File: src/adc_seq_pkg.sv
// constants and types shared by the channel range sequencer
package adc_seq_pkg;

  // ---------------------------------------------------------------
  // register indices (byte address is four times the index)
  // ---------------------------------------------------------------
  localparam logic [5:0] IDX_RANGE_FIRST = 6'h05; // channel_range_select_a
  localparam logic [5:0] IDX_RANGE_LAST = 6'h0C; // channel_range_select_h
  localparam logic [5:0] IDX_EXPAND = 6'h0D; // range_expand_bits
  localparam logic [5:0] IDX_FILTER = 6'h0E; // filter_bandwidth_config
  localparam logic [5:0] IDX_SEQ_CTRL = 6'h10; // sequencer mode and manual channel
  localparam logic [5:0] IDX_SCAN_EN = 6'h11; // auto-scan channel enables
  localparam logic [5:0] IDX_STATUS = 6'h12; // read-only sequencer state

  // ---------------------------------------------------------------
  // field layout
  // ---------------------------------------------------------------
  localparam int CH_W = 3; // channel number width
  localparam int MAX_CHANNELS = 8; // register map room for channels
  localparam int CODE_W = 4; // stored range code width
  localparam int RESULT_W = 16; // conversion result width
  localparam int SEQ_MODE_BIT = 0; // seq_ctrl: 1 = auto-scan
  localparam int SEQ_CH_LSB = 4; // seq_ctrl: manual channel field
  localparam int ST_CUR_LSB = 0; // status: channel on the selector
  localparam int ST_LAST_LSB = 4; // status: channel last sampled
  localparam int ST_BUSY_BIT = 8; // status: conversion running
  localparam int ST_RESULT_LSB = 16; // status: last result

  // ---------------------------------------------------------------
  // reset values
  // ---------------------------------------------------------------
  localparam logic [3:0] RST_RANGE_CODE = 4'h0;
  localparam logic [7:0] RST_EXPAND = 8'h00;
  localparam logic [1:0] RST_FILTER = 2'h0;
  localparam logic [7:0] RST_SCAN_EN = 8'hFF;
  localparam logic [1:0] FILTER_HIGH_CODE = 2'h1; // only this code picks 35 kHz

  // ---------------------------------------------------------------
  // range code encodings (low three bits)
  // ---------------------------------------------------------------
  localparam logic [2:0] RC_SE_LARGE = 3'h0;
  localparam logic [2:0] RC_SE_MID = 3'h1;
  localparam logic [2:0] RC_SE_SMALL = 3'h2;
  localparam logic [2:0] RC_DIFF_LARGE = 3'h3;
  localparam logic [2:0] RC_DIFF_MID = 3'h4;
  localparam logic [2:0] RC_UNI_LARGE = 3'h5;
  localparam logic [2:0] RC_UNI_MID = 3'h6;
  localparam logic [2:0] RC_DIFF_SMALL = 3'h7;
  localparam logic [1:0] PAIR_LARGE = 2'h0; // 3 / 2.5 x ref
  localparam logic [1:0] PAIR_MID = 2'h1; // 1.5 / 1.25 x ref
  localparam logic [1:0] PAIR_SMALL = 2'h2; // 0.75 / 0.625 x ref

  // ---------------------------------------------------------------
  // timing
  // ---------------------------------------------------------------
  localparam int CLK_PERIOD_NS = 100;
  localparam int CONV_TIME_NS = 880; // longest conversion time
  localparam int CONV_CYCLES_RAW = CONV_TIME_NS / CLK_PERIOD_NS;
  localparam int CONV_CYCLES = (CONV_CYCLES_RAW < 1) ? 1 : CONV_CYCLES_RAW;

  // ---------------------------------------------------------------
  // types
  // ---------------------------------------------------------------
  typedef enum logic {MODE_MANUAL = 1'b0, MODE_AUTO = 1'b1} seq_mode_t;
  typedef enum logic {CONV_IDLE = 1'b0, CONV_BUSY = 1'b1} conv_state_t;

endpackage : adc_seq_pkg

File: src/adc_channel_range_sequencer.sv
// channel range settings, filter select and channel sequencer behind apb
`timescale 1ns/1ns

// Behaviour
// each channel keeps its own range code
// expand bit picks larger full-scale of pair
// codes 000/001/010 bipolar single-ended ranges
// codes 011/100/111 bipolar differential ranges
// codes 101/110 unipolar single-ended ranges
// one shared two-bit filter bandwidth field
// convert selected pair into 16-bit result
// converted channel is the selector's channel
// manual mode converts the register-written channel
// auto-scan advances at each frame falling edge
// auto-scan visits enabled channels ascending only; with none enabled it stays on the current channel
// sample on frame fall, channel set before
// results kept as straight binary
// auto-scan wraps to lowest enabled channel
// filter code one is high, else low
module adc_channel_range_sequencer #(
  parameter int NUM_CHANNELS = 8
) (
  input wire logic pclk,
  input wire logic presetn,
  input wire logic psel,
  input wire logic penable,
  input wire logic pwrite,
  input wire logic [7:0] paddr,
  input wire logic [31:0] pwdata,
  output logic [31:0] prdata,
  output logic pready,
  output logic pslverr,
  input wire logic frame_select_n,
  input wire logic [15:0] conv_result,
  output logic [2:0] channel_selector_sel,
  output logic sample_strobe,
  output logic conv_start,
  output logic conv_busy,
  output logic [15:0] result_data,
  output logic result_valid,
  output logic [2:0] active_channel,
  output logic active_bipolar,
  output logic active_differential,
  output logic [1:0] active_range_pair,
  output logic active_range_expand,
  output logic [NUM_CHANNELS*4-1:0] channel_range_code,
  output logic [NUM_CHANNELS-1:0] channel_range_expand,
  output logic filter_high_bandwidth
);

  // ---------------------------------------------------------------
  // elaboration check
  // ---------------------------------------------------------------
  // the channel field is three bits wide, so at most eight channels fit
  generate
    if (NUM_CHANNELS < 1 || NUM_CHANNELS > adc_seq_pkg::MAX_CHANNELS)
    begin : g_bad_channels
      $error("NUM_CHANNELS must be between 1 and 8");
    end
  endgenerate

  // ---------------------------------------------------------------
  // frame select synchroniser and falling edge
  // ---------------------------------------------------------------
  logic fs_meta_reg; // first stage, read only by the second
  logic fs_sync_reg; // second stage, safe to use
  logic fs_prev_reg; // delayed copy for edge detect
  wire fs_fall = fs_prev_reg & ~fs_sync_reg; // frame starts here

  // two flops because the frame pin is asynchronous to pclk
  always_ff @(posedge pclk or negedge presetn)
  begin
    if (!presetn)
    begin
      fs_meta_reg <= 1'b1;
      fs_sync_reg <= 1'b1;
      fs_prev_reg <= 1'b1;
    end
    else
    begin
      fs_meta_reg <= frame_select_n;
      fs_sync_reg <= fs_meta_reg;
      fs_prev_reg <= fs_sync_reg;
    end
  end

  // ---------------------------------------------------------------
  // apb decode
  // ---------------------------------------------------------------
  wire [5:0] reg_idx = paddr[7:2]; // word index
  wire aligned = (paddr[1:0] == 2'h0);
  wire setup_phase = psel & ~penable;
  wire access_phase = psel & penable;
  wire [5:0] range_off = reg_idx - adc_seq_pkg::IDX_RANGE_FIRST;
  wire hit_range = aligned && (reg_idx >= adc_seq_pkg::IDX_RANGE_FIRST) &&
                   (reg_idx <= adc_seq_pkg::IDX_RANGE_LAST);
  wire hit_expand = aligned && (reg_idx == adc_seq_pkg::IDX_EXPAND);
  wire hit_filter = aligned && (reg_idx == adc_seq_pkg::IDX_FILTER);
  wire hit_ctrl = aligned && (reg_idx == adc_seq_pkg::IDX_SEQ_CTRL);
  wire hit_scan = aligned && (reg_idx == adc_seq_pkg::IDX_SCAN_EN);
  wire hit_status = aligned && (reg_idx == adc_seq_pkg::IDX_STATUS);
  wire hit_any = hit_range | hit_expand | hit_filter | hit_ctrl | hit_scan | hit_status;
  wire wr_en = access_phase & pwrite & hit_any; // write lands at the access edge

  // zero wait states; unmapped or misaligned addresses answer with an error
  assign pready = 1'b1;
  assign pslverr = access_phase & ~hit_any;

  // ---------------------------------------------------------------
  // configuration storage
  // ---------------------------------------------------------------
  logic [3:0] range_code_reg [NUM_CHANNELS]; // per-channel range code
  logic [NUM_CHANNELS-1:0] expand_reg; // per-channel expand bits
  logic [1:0] filter_reg; // shared bandwidth field
  adc_seq_pkg::seq_mode_t mode_reg; // manual or auto-scan
  logic [2:0] manual_channel_select_reg; // channel written by the host
  logic [NUM_CHANNELS-1:0] scan_en_reg; // auto-scan enables

  // one storage slot per channel; a write touches only its own slot
  genvar gi;
  generate
    for (gi = 0; gi < NUM_CHANNELS; gi++)
    begin : g_range
      wire sel_me = wr_en & hit_range & (range_off == 6'(gi));
      always_ff @(posedge pclk or negedge presetn)
      begin
        if (!presetn)
          range_code_reg[gi] <= adc_seq_pkg::RST_RANGE_CODE;
        else if (sel_me)
          range_code_reg[gi] <= pwdata[3:0];
      end
      assign channel_range_code[gi*4 +: 4] = range_code_reg[gi];
    end
  endgenerate

  assign channel_range_expand = expand_reg;

  // shared settings and sequencer control
  always_ff @(posedge pclk or negedge presetn)
  begin
    if (!presetn)
    begin
      expand_reg <= adc_seq_pkg::RST_EXPAND[NUM_CHANNELS-1:0];
      filter_reg <= adc_seq_pkg::RST_FILTER;
      mode_reg <= adc_seq_pkg::MODE_MANUAL;
      manual_channel_select_reg <= 3'h0;
      scan_en_reg <= adc_seq_pkg::RST_SCAN_EN[NUM_CHANNELS-1:0];
    end
    else if (wr_en)
    begin
      if (hit_expand)
        expand_reg <= pwdata[NUM_CHANNELS-1:0];
      if (hit_filter)
        filter_reg <= pwdata[1:0];
      if (hit_ctrl)
      begin
        mode_reg <= adc_seq_pkg::seq_mode_t'(pwdata[adc_seq_pkg::SEQ_MODE_BIT]);
        manual_channel_select_reg <= pwdata[adc_seq_pkg::SEQ_CH_LSB +: 3];
      end
      if (hit_scan)
        scan_en_reg <= pwdata[NUM_CHANNELS-1:0];
    end
  end

  // ---------------------------------------------------------------
  // filter bandwidth
  // ---------------------------------------------------------------
  // unused codes fall back to the narrow filter, the quieter choice
  always_ff @(posedge pclk or negedge presetn)
  begin
    if (!presetn)
      filter_high_bandwidth <= 1'b0;
    else
      filter_high_bandwidth <= (filter_reg == adc_seq_pkg::FILTER_HIGH_CODE);
  end

  // ---------------------------------------------------------------
  // channel sequencer
  // ---------------------------------------------------------------
  // next enabled channel above cur, wrapping to the lowest; stays put when none enabled
  function automatic logic [2:0] next_enabled(input logic [2:0] cur, input logic [NUM_CHANNELS-1:0] en);
    logic [2:0] res;
    logic found;
    int c;
    res = cur;
    found = 1'b0;
    for (int k = 1; k <= NUM_CHANNELS; k++)
    begin
      c = (int'(cur) + k) % NUM_CHANNELS;
      if (!found && en[c])
      begin
        res = 3'(c);
        found = 1'b1;
      end
    end
    return res;
  endfunction : next_enabled

  logic [2:0] cur_channel_reg; // channel the selector presents
  logic [2:0] cur_channel_next;
  wire manual_write = wr_en & hit_ctrl & ~pwdata[adc_seq_pkg::SEQ_MODE_BIT];

  // a host write in manual mode takes over; auto-scan steps only after a sample
  always_comb
  begin
    cur_channel_next = cur_channel_reg;
    if (manual_write)
      cur_channel_next = pwdata[adc_seq_pkg::SEQ_CH_LSB +: 3];
    else if (fs_fall && mode_reg == adc_seq_pkg::MODE_AUTO)
      cur_channel_next = next_enabled(cur_channel_reg, scan_en_reg);
  end

  always_ff @(posedge pclk or negedge presetn)
  begin
    if (!presetn)
      cur_channel_reg <= 3'h0;
    else
      cur_channel_reg <= cur_channel_next;
  end

  // the selector shows the channel chosen during the previous frame
  assign channel_selector_sel = cur_channel_reg;

  // ---------------------------------------------------------------
  // range decode of the channel being sampled
  // ---------------------------------------------------------------
  // code to mode and range pair; bit 3 of the stored code is ignored
  wire [2:0] sel_code = range_code_reg[cur_channel_reg][2:0]; // low bits of the sampled channel's code
  wire dec_bipolar = !((sel_code == adc_seq_pkg::RC_UNI_LARGE) || (sel_code == adc_seq_pkg::RC_UNI_MID));
  wire dec_diff = (sel_code == adc_seq_pkg::RC_DIFF_LARGE) || (sel_code == adc_seq_pkg::RC_DIFF_MID) ||
                  (sel_code == adc_seq_pkg::RC_DIFF_SMALL);
  wire dec_mid = (sel_code == adc_seq_pkg::RC_SE_MID) || (sel_code == adc_seq_pkg::RC_DIFF_MID) ||
                 (sel_code == adc_seq_pkg::RC_UNI_MID); // middle pair of any mode
  wire dec_small = (sel_code == adc_seq_pkg::RC_SE_SMALL) || (sel_code == adc_seq_pkg::RC_DIFF_SMALL);
  wire [1:0] dec_pair = dec_small ? adc_seq_pkg::PAIR_SMALL :
                        dec_mid ? adc_seq_pkg::PAIR_MID : adc_seq_pkg::PAIR_LARGE;

  // ---------------------------------------------------------------
  // sample capture and conversion timing
  // ---------------------------------------------------------------
  adc_seq_pkg::conv_state_t conv_state_reg;
  logic [3:0] conv_cnt_reg; // cycles spent so far in the conversion
  wire conv_last = (conv_cnt_reg == 4'(adc_seq_pkg::CONV_CYCLES - 1));

  // a new frame edge restarts the conversion even if one is running
  always_ff @(posedge pclk or negedge presetn)
  begin
    if (!presetn)
    begin
      conv_state_reg <= adc_seq_pkg::CONV_IDLE;
      conv_cnt_reg <= 4'h0;
    end
    else if (fs_fall)
    begin
      conv_state_reg <= adc_seq_pkg::CONV_BUSY;
      conv_cnt_reg <= 4'h0;
    end
    else
    begin
      case (conv_state_reg)
        adc_seq_pkg::CONV_IDLE: conv_cnt_reg <= 4'h0;
        adc_seq_pkg::CONV_BUSY:
        begin
          if (conv_last)
            conv_state_reg <= adc_seq_pkg::CONV_IDLE;
          conv_cnt_reg <= conv_cnt_reg + 4'h1;
        end
        default: conv_state_reg <= adc_seq_pkg::CONV_IDLE;
      endcase
    end
  end

  wire conv_done = (conv_state_reg == adc_seq_pkg::CONV_BUSY) && conv_last && !fs_fall;
  assign conv_busy = (conv_state_reg == adc_seq_pkg::CONV_BUSY);

  // latch the sampled channel's settings at the frame edge, the result at the end
  always_ff @(posedge pclk or negedge presetn)
  begin
    if (!presetn)
    begin
      sample_strobe <= 1'b0;
      conv_start <= 1'b0;
      active_channel <= 3'h0;
      active_bipolar <= 1'b1;
      active_differential <= 1'b0;
      active_range_pair <= adc_seq_pkg::PAIR_LARGE;
      active_range_expand <= 1'b0;
      result_data <= 16'h0000;
      result_valid <= 1'b0;
    end
    else
    begin
      sample_strobe <= fs_fall;
      conv_start <= fs_fall;
      if (fs_fall)
      begin
        active_channel <= cur_channel_reg;
        active_bipolar <= dec_bipolar;
        active_differential <= dec_diff;
        active_range_pair <= dec_pair;
        active_range_expand <= expand_reg[cur_channel_reg];
        result_valid <= 1'b0;
      end
      else if (conv_done)
      begin
        result_data <= conv_result;
        result_valid <= 1'b1;
      end
    end
  end

  // ---------------------------------------------------------------
  // read data
  // ---------------------------------------------------------------
  // registers other than status are narrower than the bus; their upper bits read as zero
  wire range_ok = hit_range && (range_off < 6'(NUM_CHANNELS)); // slots past the channel count read zero
  wire [31:0] rd_ctrl = (32'(mode_reg) << adc_seq_pkg::SEQ_MODE_BIT) |
                        (32'(manual_channel_select_reg) << adc_seq_pkg::SEQ_CH_LSB);
  wire [31:0] rd_status = (32'(cur_channel_reg) << adc_seq_pkg::ST_CUR_LSB) |
                          (32'(active_channel) << adc_seq_pkg::ST_LAST_LSB) |
                          (32'(conv_busy) << adc_seq_pkg::ST_BUSY_BIT) |
                          (32'(result_data) << adc_seq_pkg::ST_RESULT_LSB);
  wire [31:0] rd_mux = range_ok ? 32'(range_code_reg[range_off[2:0]]) :
                       hit_expand ? 32'(expand_reg) :
                       hit_filter ? 32'(filter_reg) :
                       hit_ctrl ? rd_ctrl :
                       hit_scan ? 32'(scan_en_reg) :
                       hit_status ? rd_status : 32'h0000_0000;

  // captured in the setup cycle so the access phase sees a flop
  always_ff @(posedge pclk or negedge presetn)
  begin
    if (!presetn)
      prdata <= 32'h0000_0000;
    else if (setup_phase && !pwrite)
      prdata <= rd_mux;
  end

endmodule : adc_channel_range_sequencer

File: config.mk
export PLATFORM = sky130hd
export DESIGN_NAME = adc_channel_range_sequencer
export DESIGN_NICKNAME = d
export VERILOG_FILES = /design/src/adc_seq_pkg.sv /design/src/adc_channel_range_sequencer.sv
export SDC_FILE = /design/constraint.sdc
export NUM_CORES = 1
export LEC_CHECK = 0
export ABC_AREA = 1
export BUFFER_PORTS_ARGS = -buffer_cell sky130_fd_sc_hd__buf_2
export CORE_MARGIN = 2
export CORE_UTILIZATION = 53
export DETAILED_ROUTE_END_ITERATION = 10
export GPL_TIMING_DRIVEN = 1
export PLACE_DENSITY = 0.8
export SLEW_MARGIN = 10
export SYNTH_ARGS = -nofsm -noshare
export SYNTH_HDL_FRONTEND = slang
export SYNTH_SLANG_ARGS = --single-unit
File: constraint.sdc
create_clock -name pclk -period 2.89 [get_ports pclk]
set_input_delay 0.1445 -clock pclk [delete_from_list [all_inputs] [get_ports pclk]]
set_output_delay 0.1445 -clock pclk [all_outputs]
set_load 0.05 [all_outputs]
==> results.md <==
STA:
- The minimum hold slack is 0.01954 ns.
- The minimum clock period after layout is 2.321 ns.
- Setup repair after global routing left no endpoint under its margin.
- The headroom to the max-slew limit is 45.38%.
- Setup violations remaining at the end of the flow were counted as 0.
- Timing would allow up to 0.4308 GHz.
- The slew at the pin closest to its max-slew limit is 0.8184 ns.
- The final worst-path cycle share is 80.32%.
- The number of slew-limit violations in the final report was 0.
- The total negative slack is 0 ns.
- The clock skew is 0.008316 ns.
- The final number of hold-violating endpoints was 0.
- The final worst slack is 0.5688 ns.

Job:
- Max-cap violations in this run came to 0.

Finish:
- Relative to the synthesized area, the layout overhead comes to 25.28%.
- The share of the core filled with cells in the final layout is 68.82%.
- For this run, the post-layout net count is 1027.
- The total of fill cells in the finished design is 959.
- In the final layout, the multi-input gates occupy 2845 um^2.
- The sequential cell area is 2943 um^2.
- The flip-flop count of the largest register after layout is 32.
- The number of diodes is 0.
- In the final layout, the share of cells above drive strength 1 is 24.74%.
- Once layout is done, the placed cells without fillers occupy 7925 um^2.

Synthesis:
- The proportion of synthesized flip-flops having asynchronous set or reset is 100.0%.
- Yosys attributes the largest share of cell area to dfrtp_1 42%, nand2_1 13%, o21ai_0 6.0%.
- The count of flip-flops with a built-in enable after synthesis is 0.
- The largest total area in the synthesized netlist belongs to dfrtp_1.
- By instance count, the leading cell after synthesis is nand2_1.
- The commonest cells after synthesis are 216 x nand2_1, 105 x dfrtp_1, 88 x inv_1.
- The Yosys step of the flow raised 0 warnings.
- The cell area after synthesis is 6326 um^2.
- Among all flip-flop cells after synthesis, the most frequent one is dfrtp_1.
- The count of mapped cells out of synthesis is 790.
- In this run, synthesis produced a sequential element count of 117.
- The number of distinct library cells after synthesis is 46.
- Sequential elements use 46.52% of the synthesized area.
- The area share of the largest cell type after synthesis is 41.53%.
- The mean instance size in the synthesized netlist is 8.008 um^2.

Place:
- Summed over all nets, the half-perimeter wirelength after detailed placement is 12870 um.
- The pre-CTS setup slack is 0.4460 ns.
- The count of buffers added on input and output ports is 135.
- After detailed placement, the total cell area comes to 7124 um^2.
- At the end of routability-driven placement, the weighted congestion stood at 0.9442.

Status:
- The run finished, with violations left.
- The final reports fail on DRC.

Drt:
- The first routing iteration left 560 violations.
- The number of remaining DRC errors is 5.
- The via count is 6213.
- The number of search-and-repair iterations in the first detailed-routing pass is 8.
- After detailed routing, the number of vias per cell comes to 5.582.
- The detail route stage leaves a number of antenna-violating nets equal to 0.
- After detailed routing, the average wire length per cell comes to 16.46 um.
- The final layout contains routed wiring with a total length of 18320 um.

Pwr:
- Net switching is 35.42% of the power.
- IR analysis of the VDD net gives a maximum drop of 0.4434 mV.
- The share of power burned in registers is 37.2%.
- The clock group share of total power is 39.2%.
- The internal portion of the total power is 0.003301 W.
- Combinational cells account for 23.6% of the total power.
- The static leakage is 4.156 nW.
- The analysis attributes to net switching a power of 0.001810 W.
- The cell area power density is 644.9 nW/um^2.

CTS:
- The number of buffers on the longest clock path is 2.
- The clock transition at the registers of the reported paths is 0.06 ns.
- The number of CTS-inserted buffers is 17.
- The latest clock arrival within the worst-skew pair is 0.43 ns.
- CTS built an H-tree with a depth of 4.
- The root buffer cell chosen for the clock tree is clkbuf_16.
- The clock tree from TritonCTS is yes.
- The total of cells resized after clock tree synthesis is 0.
- Counting every sink on the clock net gives 117.

Die:
- From bottom edge to top edge, the die measures 113.3 um.
- The die boundary width is 113.3 um.
- 168 I/O pins were placed.
- The die covers 12830 um^2.
- The initialized floorplan defines 39 standard-cell rows.
- The effective utilization at floorplan is 54.93%.
- The standard cell core area is 11520 um^2.

Min path:
- The hold path startpoint is pwdata[0].
- The worst hold path terminates at channel_range_expand[0].
- The worst hold path was traced through 3 stages.
- The path class of the lowest-slack min-delay path is in -> reg.

GRT:
- The initial antenna violation count came to 0.
- The residual overflow from global routing is 0.
- Global routing used 29.50% of the available tracks.
- Entering global routing, the biggest net connects 72 pins.
- The global-route wire length before repair is 29530 um.
- The number of global-route vias before repair is 5929.

Worst setup path:
- In this run the critical register-to-register path is launched from channel_selector_sel[0].
- The kind of launch point of the worst setup path is a flop.
- The endpoint of the worst register-to-register path is channel_selector_sel[2].
- The start-to-end type of the worst setup path is reg -> reg.
- The critical path data required time is 3.20 ns.
- The worst setup path is captured at a flop.
- The critical path data arrival time is 2.63 ns.
- The maximum fanout count along the critical path is 7.
- The worst reg-to-reg setup slack is 0.57 ns.
- The worst-case reg-to-reg path depth is 16.
## cell type report
cell class / count / share of cell area, %
Sequential cell: 117 / 37.13
Multi-Input combinational cell: 551 / 35.90
Clock inverter: 12 / 1.310
Inverter: 98 / 4.657
Tap cell: 143 / 2.258
Timing Repair Buffer: 172 / 12.98
Clock buffer: 20 / 5.763
## worst max-delay path, cell delays in order, from the launching register on
cell and delay [ns]:
dfrtp_1 0.44, inv_2 0.06, ha_1 0.34, inv_1 0.17, nand3_1 0.12, nand3_1 0.09
nand2_1 0.10, nor2_4 0.18, nand3_1 0.20, nand2_1 0.11, inv_1 0.04, nand2_1 0.05
nand2_1 0.04, nand2_1 0.06, nand2_1 0.05, nand2_1 0.08, a21oi_1 0.07
## placed cells by master (no fill, tap or decap), types with 6 or more instances in the layout
cell / Yosys / layout
dlygate4sd3_1: 0 / 24
buf_2: 5 / 134
nand3_1: 47 / 47
a21oi_1: 22 / 22
o21a_1: 6 / 6
o21ai_0: 76 / 76
nor2_1: 45 / 45
ha_1: 8 / 8
nand2_1: 216 / 216
clkbuf_16: 0 / 17
clkinv_2: 1 / 6
nand4_2: 10 / 10
dfrtp_1: 105 / 105
buf_4: 11 / 13
o21ai_2: 11 / 11
dfstp_2: 12 / 12
o211ai_1: 10 / 10
inv_1: 88 / 88
conb_1: 2 / 8
nor2_2: 8 / 8
inv_2: 6 / 6
o21ai_1: 34 / 34
nand4_1: 7 / 7
## worst max-delay path by stage
stage,start,endpoint
4_1_cts,channel_selector_sel[0],channel_selector_sel[2]
3_5_place_dp,paddr[3],prdata[24]
3_3_place_gp,paddr[3],prdata[26]
2_1_floorplan,channel_selector_sel[0],channel_selector_sel[2]
5_1_grt,channel_selector_sel[0],channel_selector_sel[0]
6_report,channel_selector_sel[0],channel_selector_sel[2]
## metal layers
metal | global-route usage (%) | share of wire, %
met5 | 0 | 0
met4 | 14.23 | 3.6
met3 | 7.284 | 8.2
met2 | 47.19 | 47
met1 | 37.80 | 41
## through the flow
stage,power [W],std cells
floorplan,0.002773,796
global placement,0.003064,1057
detailed placement,0.003085,1057
CTS,0.005106,1113
global route,0.005304,1113
finish,0.005111,1113
## power by group through the flow
stage                     clock network, W  registers (W)  logic (W)
final                              0.00200        0.00190    0.00121
after global routing               0.00210        0.00192    0.00129
after CTS                          0.00202        0.00189    0.00120
after detailed placement                 0        0.00192    0.00117
after global placement                   0        0.00191    0.00115
after floorplan                          0        0.00240   0.000377
## cells by family after synthesis
| kind of cell | count (synthesis) | share of synthesized area, % |
|---|---|---|
| other | 2 | 0.1187 |
| AO/OA/AOI/OAI | 183 | 16.89 |
| AND/OR/NAND/NOR | 346 | 25.20 |
| flip-flops | 117 | 46.52 |
| XOR/XNOR | 6 | 0.8307 |
| adder cells (fa/ha/maj) | 8 | 1.582 |
| buffers and inverters | 128 | 8.861 |
## timing repair
action                    in CTS  in global routing
setup buffers                  0                  0
hold buffers                  24                  0
hold endpoints to repair      63                  0
Note: power is estimated with default switching activity, not from simulation.
